**config.mk**
```make
export PLATFORM = sky130hd
export DESIGN_NAME = cmm_top
export DESIGN_NICKNAME = d
export VERILOG_FILES = /design/src/logic/cmm_pkg.sv /design/src/logic/cmm_pat_if.sv /design/src/logic/cmm_top.sv /design/src/logic/cmm_sync.sv /design/src/logic/cmm_pattern_gen.sv
export SDC_FILE = /design/constraint.sdc
export NUM_CORES = 1
export LEC_CHECK = 0
export BUFFER_PORTS_ARGS = -buffer_cell sky130_fd_sc_hd__buf_2
export CORE_MARGIN = 4
export CORE_UTILIZATION = 55
export CTS_BUF_LIST = sky130_fd_sc_hd__clkbuf_4 sky130_fd_sc_hd__clkbuf_8
export DETAILED_ROUTE_END_ITERATION = 16
export GPL_TIMING_DRIVEN = 0
export PLACE_DENSITY_LB_ADDON = 0.05
export SYNTH_ARGS = -nofsm -noshare
export SYNTH_HDL_FRONTEND = slang
export SYNTH_HIERARCHICAL = 1
export SYNTH_SLANG_ARGS = --single-unit
```
**constraint.sdc**
```tcl
create_clock -name sys_clk -period 2.4 [get_ports sys_clk]
set_clock_uncertainty 0.05 [all_clocks]
set_input_delay 0.12 -clock sys_clk [delete_from_list [all_inputs] [get_ports sys_clk]]
set_output_delay 0.12 -clock sys_clk [all_outputs]
set_load 0.03 [all_outputs]
```
**src/logic/cmm_pkg.sv**
```systemverilog
// How it works
// - pattern-source choice counts only while the alternating-mode selector is down
// - pattern source active and down: uniform test with operator pattern
// - pattern source active and up: uniform test with generated pattern
// - complement-cycle choice ignored in uniform manual mode
// - two-cycle operation: normal read, then normal write, per address
// - four-cycle operation: normal read, complement write, complement read, normal write
// - local mode with clock-stop off freezes all sequencing pulses except the ack that ends a memory cycle already waiting
// - power-failure sensing inhibited while power reset is held
// - own supply failure drives the shutdown line to ground
// - on line, supplies sequence only after final system voltage appears
// - off line, power switch steps a four-relay chain on its own
// - every lamp follows its flip-flop, power state or local status
// - alternating-mode selector up runs the alternating bit pattern test
// - address counter advances after each whole operation unless inhibited
package cmm_pkg;
  localparam int WORD_W  = 49;
  localparam int ADDR_W  = 12;
  localparam int APB_AW  = 12;
  localparam int PIN_N   = 7;
  localparam int IRQ_N   = 4;
  localparam int RELAY_N = 4;

  localparam logic [APB_AW-1:0] REG_CTRL     = 12'h000;
  localparam logic [APB_AW-1:0] REG_PAT_LO   = 12'h004;
  localparam logic [APB_AW-1:0] REG_PAT_HI   = 12'h008;
  localparam logic [APB_AW-1:0] REG_STATUS   = 12'h00C;
  localparam logic [APB_AW-1:0] REG_ADDR     = 12'h010;
  localparam logic [APB_AW-1:0] REG_ERR_ADDR = 12'h014;
  localparam logic [APB_AW-1:0] REG_IRQ_STAT = 12'h018;
  localparam logic [APB_AW-1:0] REG_IRQ_CLR  = 12'h01C;
  localparam logic [APB_AW-1:0] REG_IRQ_EN   = 12'h020;

  localparam int CTRL_ALT     = 0;
  localparam int CTRL_AUTO    = 1;
  localparam int CTRL_COMP    = 2;
  localparam int CTRL_CONT    = 3;
  localparam int CTRL_INHIBIT = 4;
  localparam int CTRL_STOPERR = 5;
  localparam int CTRL_STOPFIN = 6;
  localparam int CTRL_START   = 8;
  localparam int CTRL_STEP    = 9;
  localparam int CTRL_HALT    = 10;
  localparam int CTRL_CLRERR  = 11;
  localparam logic [7:0] CTRL_RESET = 8'h00;

  localparam int IRQ_ERROR = 0;
  localparam int IRQ_DONE  = 1;
  localparam int IRQ_HALT  = 2;
  localparam int IRQ_FAIL  = 3;

  localparam int PIN_LOCAL  = 0;
  localparam int PIN_STOPCK = 1;
  localparam int PIN_PWRRST = 2;
  localparam int PIN_SUPFL  = 3;
  localparam int PIN_FINALV = 4;
  localparam int PIN_PWRON  = 5;
  localparam int PIN_MCLR   = 6;

  localparam logic [WORD_W-1:0] ALT_WORD = 49'h1_5555_5555_5555;

  localparam int CLK_KHZ       = 25000;
  localparam int RELAY_STEP_MS = 50;
  localparam int RELAY_STEP_CYCLES = RELAY_STEP_MS * CLK_KHZ;

  typedef enum logic [1:0] {MODE_MANUAL, MODE_AUTO, MODE_ALT} cmm_mode_t;
endpackage

```
**src/logic/cmm_pat_if.sv**
```systemverilog
`timescale 1ns/1ps
interface cmm_pat_if;
  import cmm_pkg::*;
  cmm_mode_t         mode;
  logic [ADDR_W-1:0] addr;
  logic [WORD_W-1:0] manual;
  logic [WORD_W-1:0] pattern;
  modport gen  (input mode, input addr, input manual, output pattern);
  modport user (output mode, output addr, output manual, input pattern);
endinterface

```
**src/logic/cmm_top.sv**
```systemverilog
`timescale 1ns/1ps
module cmm_top #(
  parameter int RELAY_STEP_CYC = cmm_pkg::RELAY_STEP_CYCLES
) (
  input  logic                        sys_clk,
  input  logic                        rst,
  input  logic                        psel,
  input  logic                        penable,
  input  logic                        pwrite,
  input  logic [cmm_pkg::APB_AW-1:0]  paddr,
  input  logic [31:0]                 pwdata,
  output logic [31:0]                 prdata,
  output logic                        pready,
  output logic                        pslverr,
  output logic                        memReq,
  output logic                        memWrite,
  output logic [cmm_pkg::ADDR_W-1:0]  memAddr,
  output logic [cmm_pkg::WORD_W-1:0]  memWData,
  input  logic [cmm_pkg::WORD_W-1:0]  memRData,
  input  logic                        memAck,
  input  logic                        localSwitch,
  input  logic                        stopClockOff,
  input  logic                        powerResetBtn,
  input  logic                        supplyFail,
  input  logic                        finalVoltage,
  input  logic                        powerOnSwitch,
  input  logic                        ccMasterClear,
  output logic                        moduleClockRun,
  output logic [cmm_pkg::RELAY_N-1:0] relayDrive,
  output logic                        supplyShutdownOut,
  output logic                        supplyShutdownOeN,
  output logic                        available,
  output logic                        lampLocal,
  output logic                        lampSystemPower,
  output logic                        lampLocalPower,
  output logic                        lampError,
  output logic                        lampRunning,
  output logic                        irq
);
  import cmm_pkg::*;

  typedef enum logic [1:0] {ST_IDLE, ST_GAP, ST_ISSUE, ST_WAIT} cmm_seq_t;

  cmm_seq_t          state;
  logic [PIN_N-1:0]  pinS;
  logic              localS;
  logic              stopClkS;
  logic              pwrRstS;
  logic              supFailS;
  logic              finalVS;
  logic              pwrOnS;
  logic              mclr;
  logic [7:0]        ctrlReg;
  logic              startPulse;
  logic              stepPulse;
  logic              haltPulse;
  logic              clrErrPulse;
  logic [WORD_W-1:0] manualPat;
  logic [ADDR_W-1:0] addr;
  logic [1:0]        step;
  logic              running;
  logic              errFlag;
  logic [ADDR_W-1:0] errAddr;
  logic [IRQ_N-1:0]  irqStat;
  logic [IRQ_N-1:0]  irqEn;
  logic [IRQ_N-1:0]  irqSet;
  logic [IRQ_N-1:0]  irqClr;
  logic [RELAY_N-1:0] relays;
  logic [23:0]       relayTimer;
  logic              faultLatch;
  logic              faultSet;
  logic              haltEvt;
  logic              badAddr;
  cmm_mode_t         mode;
  logic              fourCycle;
  logic              lastStep;
  logic              stepComp;
  logic              seqRun;
  logic              ackNow;
  logic              opDone;
  logic              mismatch;
  logic              stopNow;
  logic              powerWant;
  logic              apbWr;
  logic              apbSetup;

  cmm_pat_if pat ();

  cmm_sync #(
    .WIDTH (PIN_N)
  ) u_sync (
    .sys_clk (sys_clk),
    .rst     (rst),
    .din     ({ccMasterClear, powerOnSwitch, finalVoltage, supplyFail,
                powerResetBtn, stopClockOff, localSwitch}),
    .dout    (pinS)
  );

  cmm_pattern_gen u_pat (
    .sys_clk (sys_clk),
    .rst     (rst),
    .p       (pat.gen)
  );

  assign localS   = pinS[PIN_LOCAL];
  assign stopClkS = pinS[PIN_STOPCK];
  assign pwrRstS  = pinS[PIN_PWRRST];
  assign supFailS = pinS[PIN_SUPFL];
  assign finalVS  = pinS[PIN_FINALV];
  assign pwrOnS   = pinS[PIN_PWRON];
  // central master clear has no effect while the module is local
  assign mclr     = pinS[PIN_MCLR] & ~localS;

  function automatic cmm_mode_t decodeMode(input logic alt, input logic auto_sel);
    if (alt) begin
      return MODE_ALT;
    end
    return auto_sel ? MODE_AUTO : MODE_MANUAL;
  endfunction

  assign mode        = decodeMode(ctrlReg[CTRL_ALT], ctrlReg[CTRL_AUTO]);
  assign pat.mode    = mode;
  assign pat.addr    = addr;
  assign pat.manual  = manualPat;
  // manual mode always runs two cycles whatever the complement selector says
  assign fourCycle   = (mode != MODE_MANUAL) & ctrlReg[CTRL_COMP];
  assign lastStep    = fourCycle ? (step == 2'd3) : (step == 2'd1);
  assign stepComp    = fourCycle & (step == 2'd1 | step == 2'd2);
  assign seqRun      = ~(localS & stopClkS);
  assign ackNow      = (state == ST_WAIT) & memAck;
  assign opDone      = ackNow & lastStep;
  // memWData holds the expected word during reads, so one register serves both
  assign mismatch    = ackNow & ~memWrite & (memRData != memWData);
  assign stopNow     = (ctrlReg[CTRL_STOPERR] & mismatch)
                     | (opDone & ctrlReg[CTRL_STOPFIN] & (&addr));
  assign powerWant   = localS ? pwrOnS : finalVS;
  assign faultSet    = supFailS & (&relays) & ~pwrRstS;
  assign apbSetup    = psel & ~penable;
  assign apbWr       = psel & penable & pwrite;
  assign pready      = 1'b1;
  assign pslverr     = psel & penable & badAddr;

  // the sequencer waits for the ack even with clocks stopped, so no ack is lost
  always_ff @(posedge sys_clk) begin
    if (rst | mclr) begin
      state    <= ST_IDLE;
      step     <= 2'd0;
      running  <= 1'b0;
      haltEvt  <= 1'b0;
      memReq   <= 1'b0;
      memWrite <= 1'b0;
      memAddr  <= '0;
      memWData <= '0;
    end else begin
      haltEvt <= 1'b0;
      unique case (state)
        ST_IDLE: begin
          if (seqRun & startPulse & localS) begin
            running <= 1'b1;
            state   <= ST_GAP;
          end
        end
        ST_GAP: begin
          if (seqRun) begin
            state <= ST_ISSUE;
          end
        end
        ST_ISSUE: begin
          if (seqRun) begin
            memReq   <= 1'b1;
            memWrite <= step[0];
            memAddr  <= addr;
            memWData <= pat.pattern ^ {WORD_W{stepComp}};
            state    <= ST_WAIT;
          end
        end
        ST_WAIT: begin
          if (memAck) begin
            memReq <= 1'b0;
            step   <= lastStep ? 2'd0 : step + 2'd1;
            if (stopNow | haltPulse) begin
              running <= 1'b0;
              haltEvt <= 1'b1;
              state   <= ST_IDLE;
            end else if (ctrlReg[CTRL_CONT]) begin
              state <= ST_GAP;
            end else begin
              running <= 1'b0;
              state   <= ST_IDLE;
            end
          end
        end
      endcase
    end
  end

  always_ff @(posedge sys_clk) begin
    if (rst) begin
      addr <= '0;
    end else if (apbWr & paddr == REG_ADDR) begin
      addr <= pwdata[ADDR_W-1:0];
    end else if (stepPulse | (opDone & ~ctrlReg[CTRL_INHIBIT])) begin
      addr <= addr + 1'b1;
    end
  end

  always_ff @(posedge sys_clk) begin
    if (rst | mclr) begin
      errFlag <= 1'b0;
      errAddr <= '0;
    end else if (mismatch) begin
      errFlag <= 1'b1;
      errAddr <= memAddr;
    end else if (clrErrPulse) begin
      errFlag <= 1'b0;
    end
  end

  // relays pick up one at a time so the special supplies come up in order
  always_ff @(posedge sys_clk) begin
    if (rst) begin
      relays     <= '0;
      relayTimer <= '0;
    end else if (faultLatch | ~powerWant) begin
      relays     <= '0;
      relayTimer <= '0;
    end else if (~(&relays)) begin
      if (relayTimer == 24'(RELAY_STEP_CYC - 1)) begin
        relayTimer <= '0;
        relays     <= {relays[RELAY_N-2:0], 1'b1};
      end else begin
        relayTimer <= relayTimer + 24'd1;
      end
    end
  end

  // a failure is only sensed once all supplies are up and reset is released
  always_ff @(posedge sys_clk) begin
    if (rst) begin
      faultLatch <= 1'b0;
    end else if (faultSet) begin
      faultLatch <= 1'b1;
    end else if (pwrRstS) begin
      faultLatch <= 1'b0;
    end
  end

  always_ff @(posedge sys_clk) begin
    if (rst) begin
      supplyShutdownOut <= 1'b0;
      supplyShutdownOeN <= 1'b1;
      relayDrive        <= '0;
      moduleClockRun    <= 1'b0;
      available         <= 1'b0;
    end else begin
      supplyShutdownOut <= 1'b0;
      supplyShutdownOeN <= ~faultLatch;
      relayDrive        <= relays;
      moduleClockRun    <= seqRun;
      available         <= ~localS & (&relays);
    end
  end

  always_ff @(posedge sys_clk) begin
    if (rst) begin
      lampLocal       <= 1'b0;
      lampSystemPower <= 1'b0;
      lampLocalPower  <= 1'b0;
      lampError       <= 1'b0;
      lampRunning     <= 1'b0;
    end else begin
      lampLocal       <= localS;
      lampSystemPower <= finalVS;
      lampLocalPower  <= &relays;
      lampError       <= errFlag;
      lampRunning     <= running;
    end
  end

  assign irqSet = {faultSet & ~faultLatch, haltEvt, opDone, mismatch};
  assign irqClr = (apbWr & paddr == REG_IRQ_CLR) ? pwdata[IRQ_N-1:0] : '0;

  // a new event in the clear cycle survives the clear
  always_ff @(posedge sys_clk) begin
    if (rst) begin
      irqStat <= '0;
      irq     <= 1'b0;
    end else begin
      irqStat <= (irqStat & ~irqClr) | irqSet;
      irq     <= |(irqStat & irqEn);
    end
  end

  always_ff @(posedge sys_clk) begin
    if (rst) begin
      ctrlReg     <= CTRL_RESET;
      manualPat   <= '0;
      irqEn       <= '0;
      startPulse  <= 1'b0;
      stepPulse   <= 1'b0;
      haltPulse   <= 1'b0;
      clrErrPulse <= 1'b0;
    end else begin
      startPulse  <= 1'b0;
      stepPulse   <= 1'b0;
      clrErrPulse <= 1'b0;
      if (state == ST_WAIT & memAck) begin
        haltPulse <= 1'b0;
      end
      if (apbWr) begin
        unique case (paddr)
          REG_CTRL: begin
            ctrlReg     <= pwdata[7:0];
            startPulse  <= pwdata[CTRL_START];
            stepPulse   <= pwdata[CTRL_STEP];
            haltPulse   <= pwdata[CTRL_HALT] & running;
            clrErrPulse <= pwdata[CTRL_CLRERR];
          end
          REG_PAT_LO: manualPat[31:0]       <= pwdata;
          REG_PAT_HI: manualPat[WORD_W-1:32] <= pwdata[WORD_W-33:0];
          REG_IRQ_EN: irqEn                 <= pwdata[IRQ_N-1:0];
          default: ;
        endcase
      end
    end
  end

  always_ff @(posedge sys_clk) begin
    if (rst) begin
      prdata  <= '0;
      badAddr <= 1'b0;
    end else if (apbSetup) begin
      badAddr <= 1'b0;
      prdata  <= '0;
      unique case (paddr)
        REG_CTRL:     prdata[7:0]          <= ctrlReg;
        REG_PAT_LO:   prdata               <= manualPat[31:0];
        REG_PAT_HI:   prdata[WORD_W-33:0]  <= manualPat[WORD_W-1:32];
        REG_STATUS:   prdata[11:0]         <= {mode, step, localS, faultLatch,
                                               relays, errFlag, running};
        REG_ADDR:     prdata[ADDR_W-1:0]   <= addr;
        REG_ERR_ADDR: prdata[ADDR_W-1:0]   <= errAddr;
        REG_IRQ_STAT: prdata[IRQ_N-1:0]    <= irqStat;
        REG_IRQ_CLR:  prdata               <= '0;
        REG_IRQ_EN:   prdata[IRQ_N-1:0]    <= irqEn;
        default:      badAddr              <= 1'b1;
      endcase
    end
  end
endmodule // cmm_top

```
**src/logic/cmm_sync.sv**
```systemverilog
`timescale 1ns/1ps
module cmm_sync #(
  parameter int WIDTH = 1
) (
  input  logic             sys_clk,
  input  logic             rst,
  input  logic [WIDTH-1:0] din,
  output logic [WIDTH-1:0] dout
);
  logic [WIDTH-1:0] s1;
  logic [WIDTH-1:0] s2;
  logic [WIDTH-1:0] s3;

  // s1 feeds only s2; a change counts once s2 and s3 agree
  always_ff @(posedge sys_clk) begin
    if (rst) begin
      s1   <= '0;
      s2   <= '0;
      s3   <= '0;
      dout <= '0;
    end else begin
      s1 <= din;
      s2 <= s1;
      s3 <= s2;
      for (int i = 0; i < WIDTH; i++) begin
        if (s2[i] == s3[i]) begin
          dout[i] <= s3[i];
        end
      end
    end
  end
endmodule // cmm_sync

```
**src/logic/cmm_pattern_gen.sv**
```systemverilog
`timescale 1ns/1ps
module cmm_pattern_gen (
  input logic      sys_clk,
  input logic      rst,
  cmm_pat_if.gen   p
);
  import cmm_pkg::*;
  logic phase;

  // alternating_bit_pattern_mode phase flips with the low x and low y address bits
  assign phase = p.addr[0] ^ p.addr[ADDR_W/2];

  always_ff @(posedge sys_clk) begin
    if (rst) begin
      p.pattern <= '0;
    end else begin
      unique case (p.mode)
        MODE_MANUAL: p.pattern <= p.manual;
        MODE_AUTO:   p.pattern <= {p.addr[0], {4{p.addr}}};
        MODE_ALT:    p.pattern <= ALT_WORD ^ {WORD_W{phase}};
        default:     p.pattern <= '0;
      endcase
    end
  end
endmodule // cmm_pattern_gen

```
After elaboration in Yosys (flattened, before gate mapping)

Index checks and enable logic that the tools add are counted.

Bits of input ports: 106
Flip-flop bits (word level): 315
Output and inout bits: 111
Word-level logic and storage cells: 197

Eq/ne operators: 30
Reduce and logical (&&, ||, !) cells: 26
Add/subtract/negate cells: 3
Mux-type cells: 41
Bitwise logic cells: 51

Operator list:

| operator                                                                | number |
|---|---|
| 49-bit case mux with 3 select lines                                     | 1 |
| 49-bit inequality test                                                  | 1 |
| 49-bit XOR                                                              | 1 |
| 12-bit by 5-bit equality test with 1-bit output, second input constant  | 4 |
| 4-bit case mux with 8 select lines                                      | 1 |
| 1-bit bitwise AND                                                       | 25 |
| 25-bit NOT                                                              | 1 |
| 24-bit by 1-bit adder with 24-bit output, second input constant         | 1 |
| 12-bit by 4-bit equality test with 1-bit output, second input constant  | 2 |
| 24-bit by 21-bit equality test with 1-bit output, second input constant | 1 |
| 12-bit 2-to-1 mux                                                       | 2 |
| 24-bit 2-to-1 mux                                                       | 1 |
| 4-bit case mux with 6 select lines                                      | 1 |
| 1-bit 2-to-1 mux                                                        | 21 |
| 4-bit case mux with 5 select lines                                      | 1 |
| 15-bit 2-to-1 mux                                                       | 1 |
| 2-bit 2-to-1 mux                                                        | 7 |
| 2-bit AND reduction                                                     | 7 |
| 1-bit NOT                                                               | 13 |
| 12-bit by 1-bit adder with 12-bit output, second input constant         | 1 |
| 12-bit by 3-bit equality test with 1-bit output, second input constant  | 1 |
| 12-bit by 6-bit equality test with 1-bit output, second input constant  | 1 |
| 12-bit logical NOT                                                      | 1 |
| 12-bit AND reduction                                                    | 1 |
| other kinds (23)                                                        | 54 |

Logic depth before layout (Yosys ltp)

Depth in word-level cells: 13
Mapped depth: 9
Depth with buffers taken out: 8

Cells and area by module

Netlist, hierarchy kept.

Modules (own cells, without submodules):

| module          | cells each | area an instance (µm²) | seq. area each (µm²) | instances |
|---|---|---|---|---|
| cmm_top         | 1232       | 10696.5                | 4764.6               | 1 |
| cmm_pattern_gen | 179        | 1647.8                 | 980.9                | 1 |
| cmm_sync        | 73         | 913.4                  | 560.5                | 1 |

Worst setup path before layout

No wires, ideal clock.

Path type: register to register
From: register memWData[20] in the netlist's numbering
To: register errAddr[10]
Arrival time: 1810 ps
Slack: 468 ps
Clock period less this slack: 1932 ps
Setup time: 72 ps
Path buffers: 1
Data required time: 2278 ps
Stages on the path, launching flop included: 8
Cell sequence: dfxtp_1 -> xnor2_1 -> nand4_1 -> nor4_1 -> a41oi_1 -> nand2_1 -> buf_4 -> mux2i_1

Cells in the longest elaborated chain, start to end: 2

RTL lines:

| what                     | RTL line       | text |
|---|---|---|
| start: declaration       | cmm_top.sv:18  | `output logic [cmm_pkg::WORD_W-1:0] memWData,` |
| start signal: assignment | cmm_top.sv:173 | `memWData <= pat.pattern ^ {WORD_W{stepComp}};` |
| 49-bit inequality test   | cmm_top.sv:133 | `assign mismatch = ackNow & ~memWrite & (memRData != memWData);` |
| 1-bit bitwise AND        | cmm_top.sv:133 |  |
| end signal: assignment   | cmm_top.sv:213 | `errAddr <= memAddr;` |
| end: declaration         | cmm_top.sv:63  | `logic [ADDR_W-1:0] errAddr;` |

Every way passes these cells.
A chain may end at the register's enable or synchronous reset.

Final worst setup path

From: register u_sync.dout[0]
To: register errAddr[9]

Cells in the longest elaborated chain, start to end: 3

RTL lines:

| what                             | RTL line       | text |
|---|---|---|
| start: declaration               | cmm_sync.sv:8  | `output logic [WIDTH-1:0] dout` |
| start signal: indexed assignment | cmm_sync.sv:27 | `dout[i] <= s3[i];` |
| 1-bit NOT                        | cmm_top.sv:112 | `assign mclr = pinS[PIN_MCLR] & ~localS;` |
| 1-bit bitwise AND                | cmm_top.sv:112 |  |
| 1-bit OR                         | cmm_top.sv:208 | `if (rst \| mclr) begin` |

Every way passes these cells.

==> impl_metrics.env <==
export IMPL_final_max_slew_viol_count=0
export IMPL_maxCapViolCount=0
export IMPL_synthTopCellsByCount="315 x dfxtp_1, 277 x nand2_1, 153 x a21oi_1"
export IMPL_synth_adder_area_share_pct=0.755
export IMPL_synthMuxAreaShare_pct=3.22
export IMPL_finalNetCount=1907
export IMPL_clock_sinks=315
export IMPL_grt_pass1_wl_um=62900
export IMPL_multi_input_area_sq_mm=0.00648
export IMPL_fmax_mhz=435
export IMPL_startpoint_type="register"
export IMPL_synthCells=1484
export IMPL_synth_most_common_cell="dfxtp_1"
export IMPL_cts_tree="done"
export IMPL_cts_buffers=50
export IMPL_reg2reg_from="u_sync/dout[0]"
export IMPL_fin_util_pct=68.8
export IMPL_drc=0
export IMPL_root_buffer="clkbuf_8"
export IMPL_rsz0062_at_grt="no"
export IMPL_synth_compound_area_share_pct=14.9
export IMPL_relSlewSlack_pct=40.0
export IMPL_vias_per_cell=5.53
export IMPL_min_delay_start="paddr[1]"
export IMPL_gr_total_overflow=0
export IMPL_clk_latency_ns=0.59
export IMPL_track_usage_pct=30.1
export IMPL_synth_seq_cells=315
export IMPL_ys_async_sr_fraction_pct=0
export IMPL_synth_top_area_share_pct=47.6
export IMPL_synth_top_flop_cell="dfxtp_1"
export IMPL_wire_per_inst_um=19.2
export IMPL_area_growth_pct=22.6
export IMPL_hold_class="input port to register"
export IMPL_report_final_hold_viol_count=0
export IMPL_drive_above_1_share_pct=22.2
export IMPL_path_max_fanout=10
export IMPL_grt_pass1_vias=11179
export IMPL_yosys_area_share_simple_pct=21.2
export IMPL_dpl_instance_area_sq_mm=0.0147
export IMPL_worstSetupPathType="register to register"
export IMPL_synth_edf_count=0
export IMPL_crit_path_start="u_sync/dout[0]"
export IMPL_required_ns=2.82
export IMPL_synth_area_sq_mm=0.0133
export IMPL_final_area_sq_mm=0.0163
export IMPL_synth_top_cell_by_area="dfxtp_1"
export IMPL_arrival_ns=2.72
export IMPL_p_leak_nw=6.01
export IMPL_synth_top_family_by_area="simple AND/OR/NAND/NOR gates"
export IMPL_cts_max_path_buffers=3
export IMPL_dr_pass1_iters=6
export IMPL_min_period_over_period_pct=95.7
export IMPL_die_h_um=163
export IMPL_synth_area_top_cells="dfxtp_1 48%, nand2_1 7.8%, xnor2_1 7.7%"
export IMPL_powerDensity_mw_per_mm2=655
export IMPL_core_area_sq_mm=0.0236
export IMPL_ios=217
export IMPL_syn_avg_cell_area_sq_um=8.93
export IMPL_setup_tns_final_ns=0
export IMPL_gp_congestion=0.941
export IMPL_portBuffers=212
export IMPL_nFillCells=1947
export IMPL_drt_wl_total_um=41300
export IMPL_finalSetupViolCount=0
export IMPL_worst_slack_ns=0.103
export IMPL_die_area_sq_mm=0.0267
export IMPL_synth_xor_area_share_pct=8.72
export IMPL_die_w_um=163
export IMPL_regArea_sq_mm=0.00631
export IMPL_min_period_ns=2.30
export IMPL_drt_initial_drc_count=1137
export IMPL_syn_nets=1598
export IMPL_cp_end_kind="register"
export IMPL_path_clk_slew_ns=0.07
export IMPL_status="complete, no violations"
export IMPL_vdd_drop_max_mv=0.575
export IMPL_antenna_found_initial=1
export IMPL_start_util_pct=56.1
export IMPL_post_place_ws_ns=-0.00994
export IMPL_cts_max_level=2
export IMPL_vias=11864
export IMPL_grt_max_degree=13
export IMPL_rows=56
export IMPL_hpwlAfterDp_um=31000
export IMPL_drtAntennaViolNets=0
export IMPL_tightest_slew_ns=0.893
export IMPL_yosys_warnings=6
export IMPL_synth_cell_type_count=70
export IMPL_diodes=0
export IMPL_synth_seq_area_share_pct=47.6
-- final cells by class --
class,count,share of cell area (%)
well taps,319,2.46
inverters,9,0.208
repair buffers,257,9.27
multi-input cells,1070,39.9
clock inverters,8,0.423
plain buffers,90,2.79
flip-flops and latches,315,38.8
clock buffers,78,6.18
-- registers in the layout (all words and copies together) (netlist names), 2 cells and up --
name and count:
state 2, u_pat/p.pattern 49, relayTimer 24, ctrlReg 8, irqStat 4, u_sync/dout 7
memWData 49, prdata 32, u_sync/s3 7, addr 12, errAddr 12, relays 4
relayDrive 4, u_sync/s1 7, memAddr 12, u_sync/s2 7, manualPat 49, irqEn 4
step 2
-- metrics by stage --
step / instances / hold slack (ns) / power [mW]
2_1_floorplan: 1484 / 0.195 / 5.63
3_3_place_gp: 2015 / 0.274 / 5.84
3_5_place_dp: 2015 / 0.277 / 5.85
4_1_cts: 2144 / 0.0292 / 10.7
5_1_grt: 2146 / 0.0674 / 11.0
6_report: 2146 / 0.0346 / 10.6
-- repair_timing --
| item | in CTS | in global routing |
|---|---|---|
| resized for setup | 3 | 11 |
| pin swaps | 0 | 1 |
| setup endpoints to repair | 8 | 17 |
| setup buffers | 0 | 2 |
| endpoints found under the hold margin | 92 | 0 |
| hold buffers | 43 | 0 |
-- final timing paths --
path         slack, ns  cells after the start            to
max reg2reg       0.10                      6    errAddr[9]
max               0.10                      6    errAddr[9]
min reg2reg       0.39                      1  u_sync/s2[5]
min               0.03                      5     prdata[2]
-- power breakdown --
part | total, mW | internal (mW) | switching, mW | leakage [nW]
combinational | 0.527 | 0.211 | 0.315 | 2.89
clock | 4.85 | 2.75 | 2.10 | 0.574
sequential | 5.27 | 5.26 | 0.0134 | 2.54
total | 10.6 | 8.22 | 2.43 | 6.01
-- cell families (layout without fill, tap and decap cells) --
| kind of cell | count (synthesis) | after routing |
|---|---|---|
| simple gates | 582 | 582 |
| flops | 315 | 315 |
| compound gates | 307 | 307 |
| xor+xnor | 132 | 132 |
| buf+inv | 99 | 442 |
| mux | 39 | 39 |
| fa+ha+maj | 8 | 8 |
| other cells | 2 | 2 |
-- worst max-delay path, cell delays in order, from the launching register on --
cell,delay [ns]
dfxtp_1,0.35
buf_2,0.28
inv_1,0.12
a21oi_1,0.69
clkbuf_1,0.43
nand2_1,0.10
mux2i_1,0.16
-- metal layers --
metal / vias up / wire, um / global-route usage, % / part of all wire, %
li1: 5745 / - / - / -
met1: 5503 / 19200 / 44.1 / 46
met2: 541 / 17700 / 45.7 / 43
met3: 73 / 3630 / 5.75 / 8.8
met4: 2 / 760 / 7.89 / 1.8
met5: - / 12 / 0 / 0.029
-- layout by cell type (no fill, tap or decap), types with 28 or more instances in the layout --
cell type and count:
dlygate4sd3_1 43, a21oi_1 153, buf_2 236, clkbuf_8 67
a211oi_1 57, clkbuf_1 43, nand2_1 276, mux2i_1 28
dfxtp_1 314, nor2_1 136, nand3_1 34, xnor2_1 116
Power figures use the tool's default switching activity.
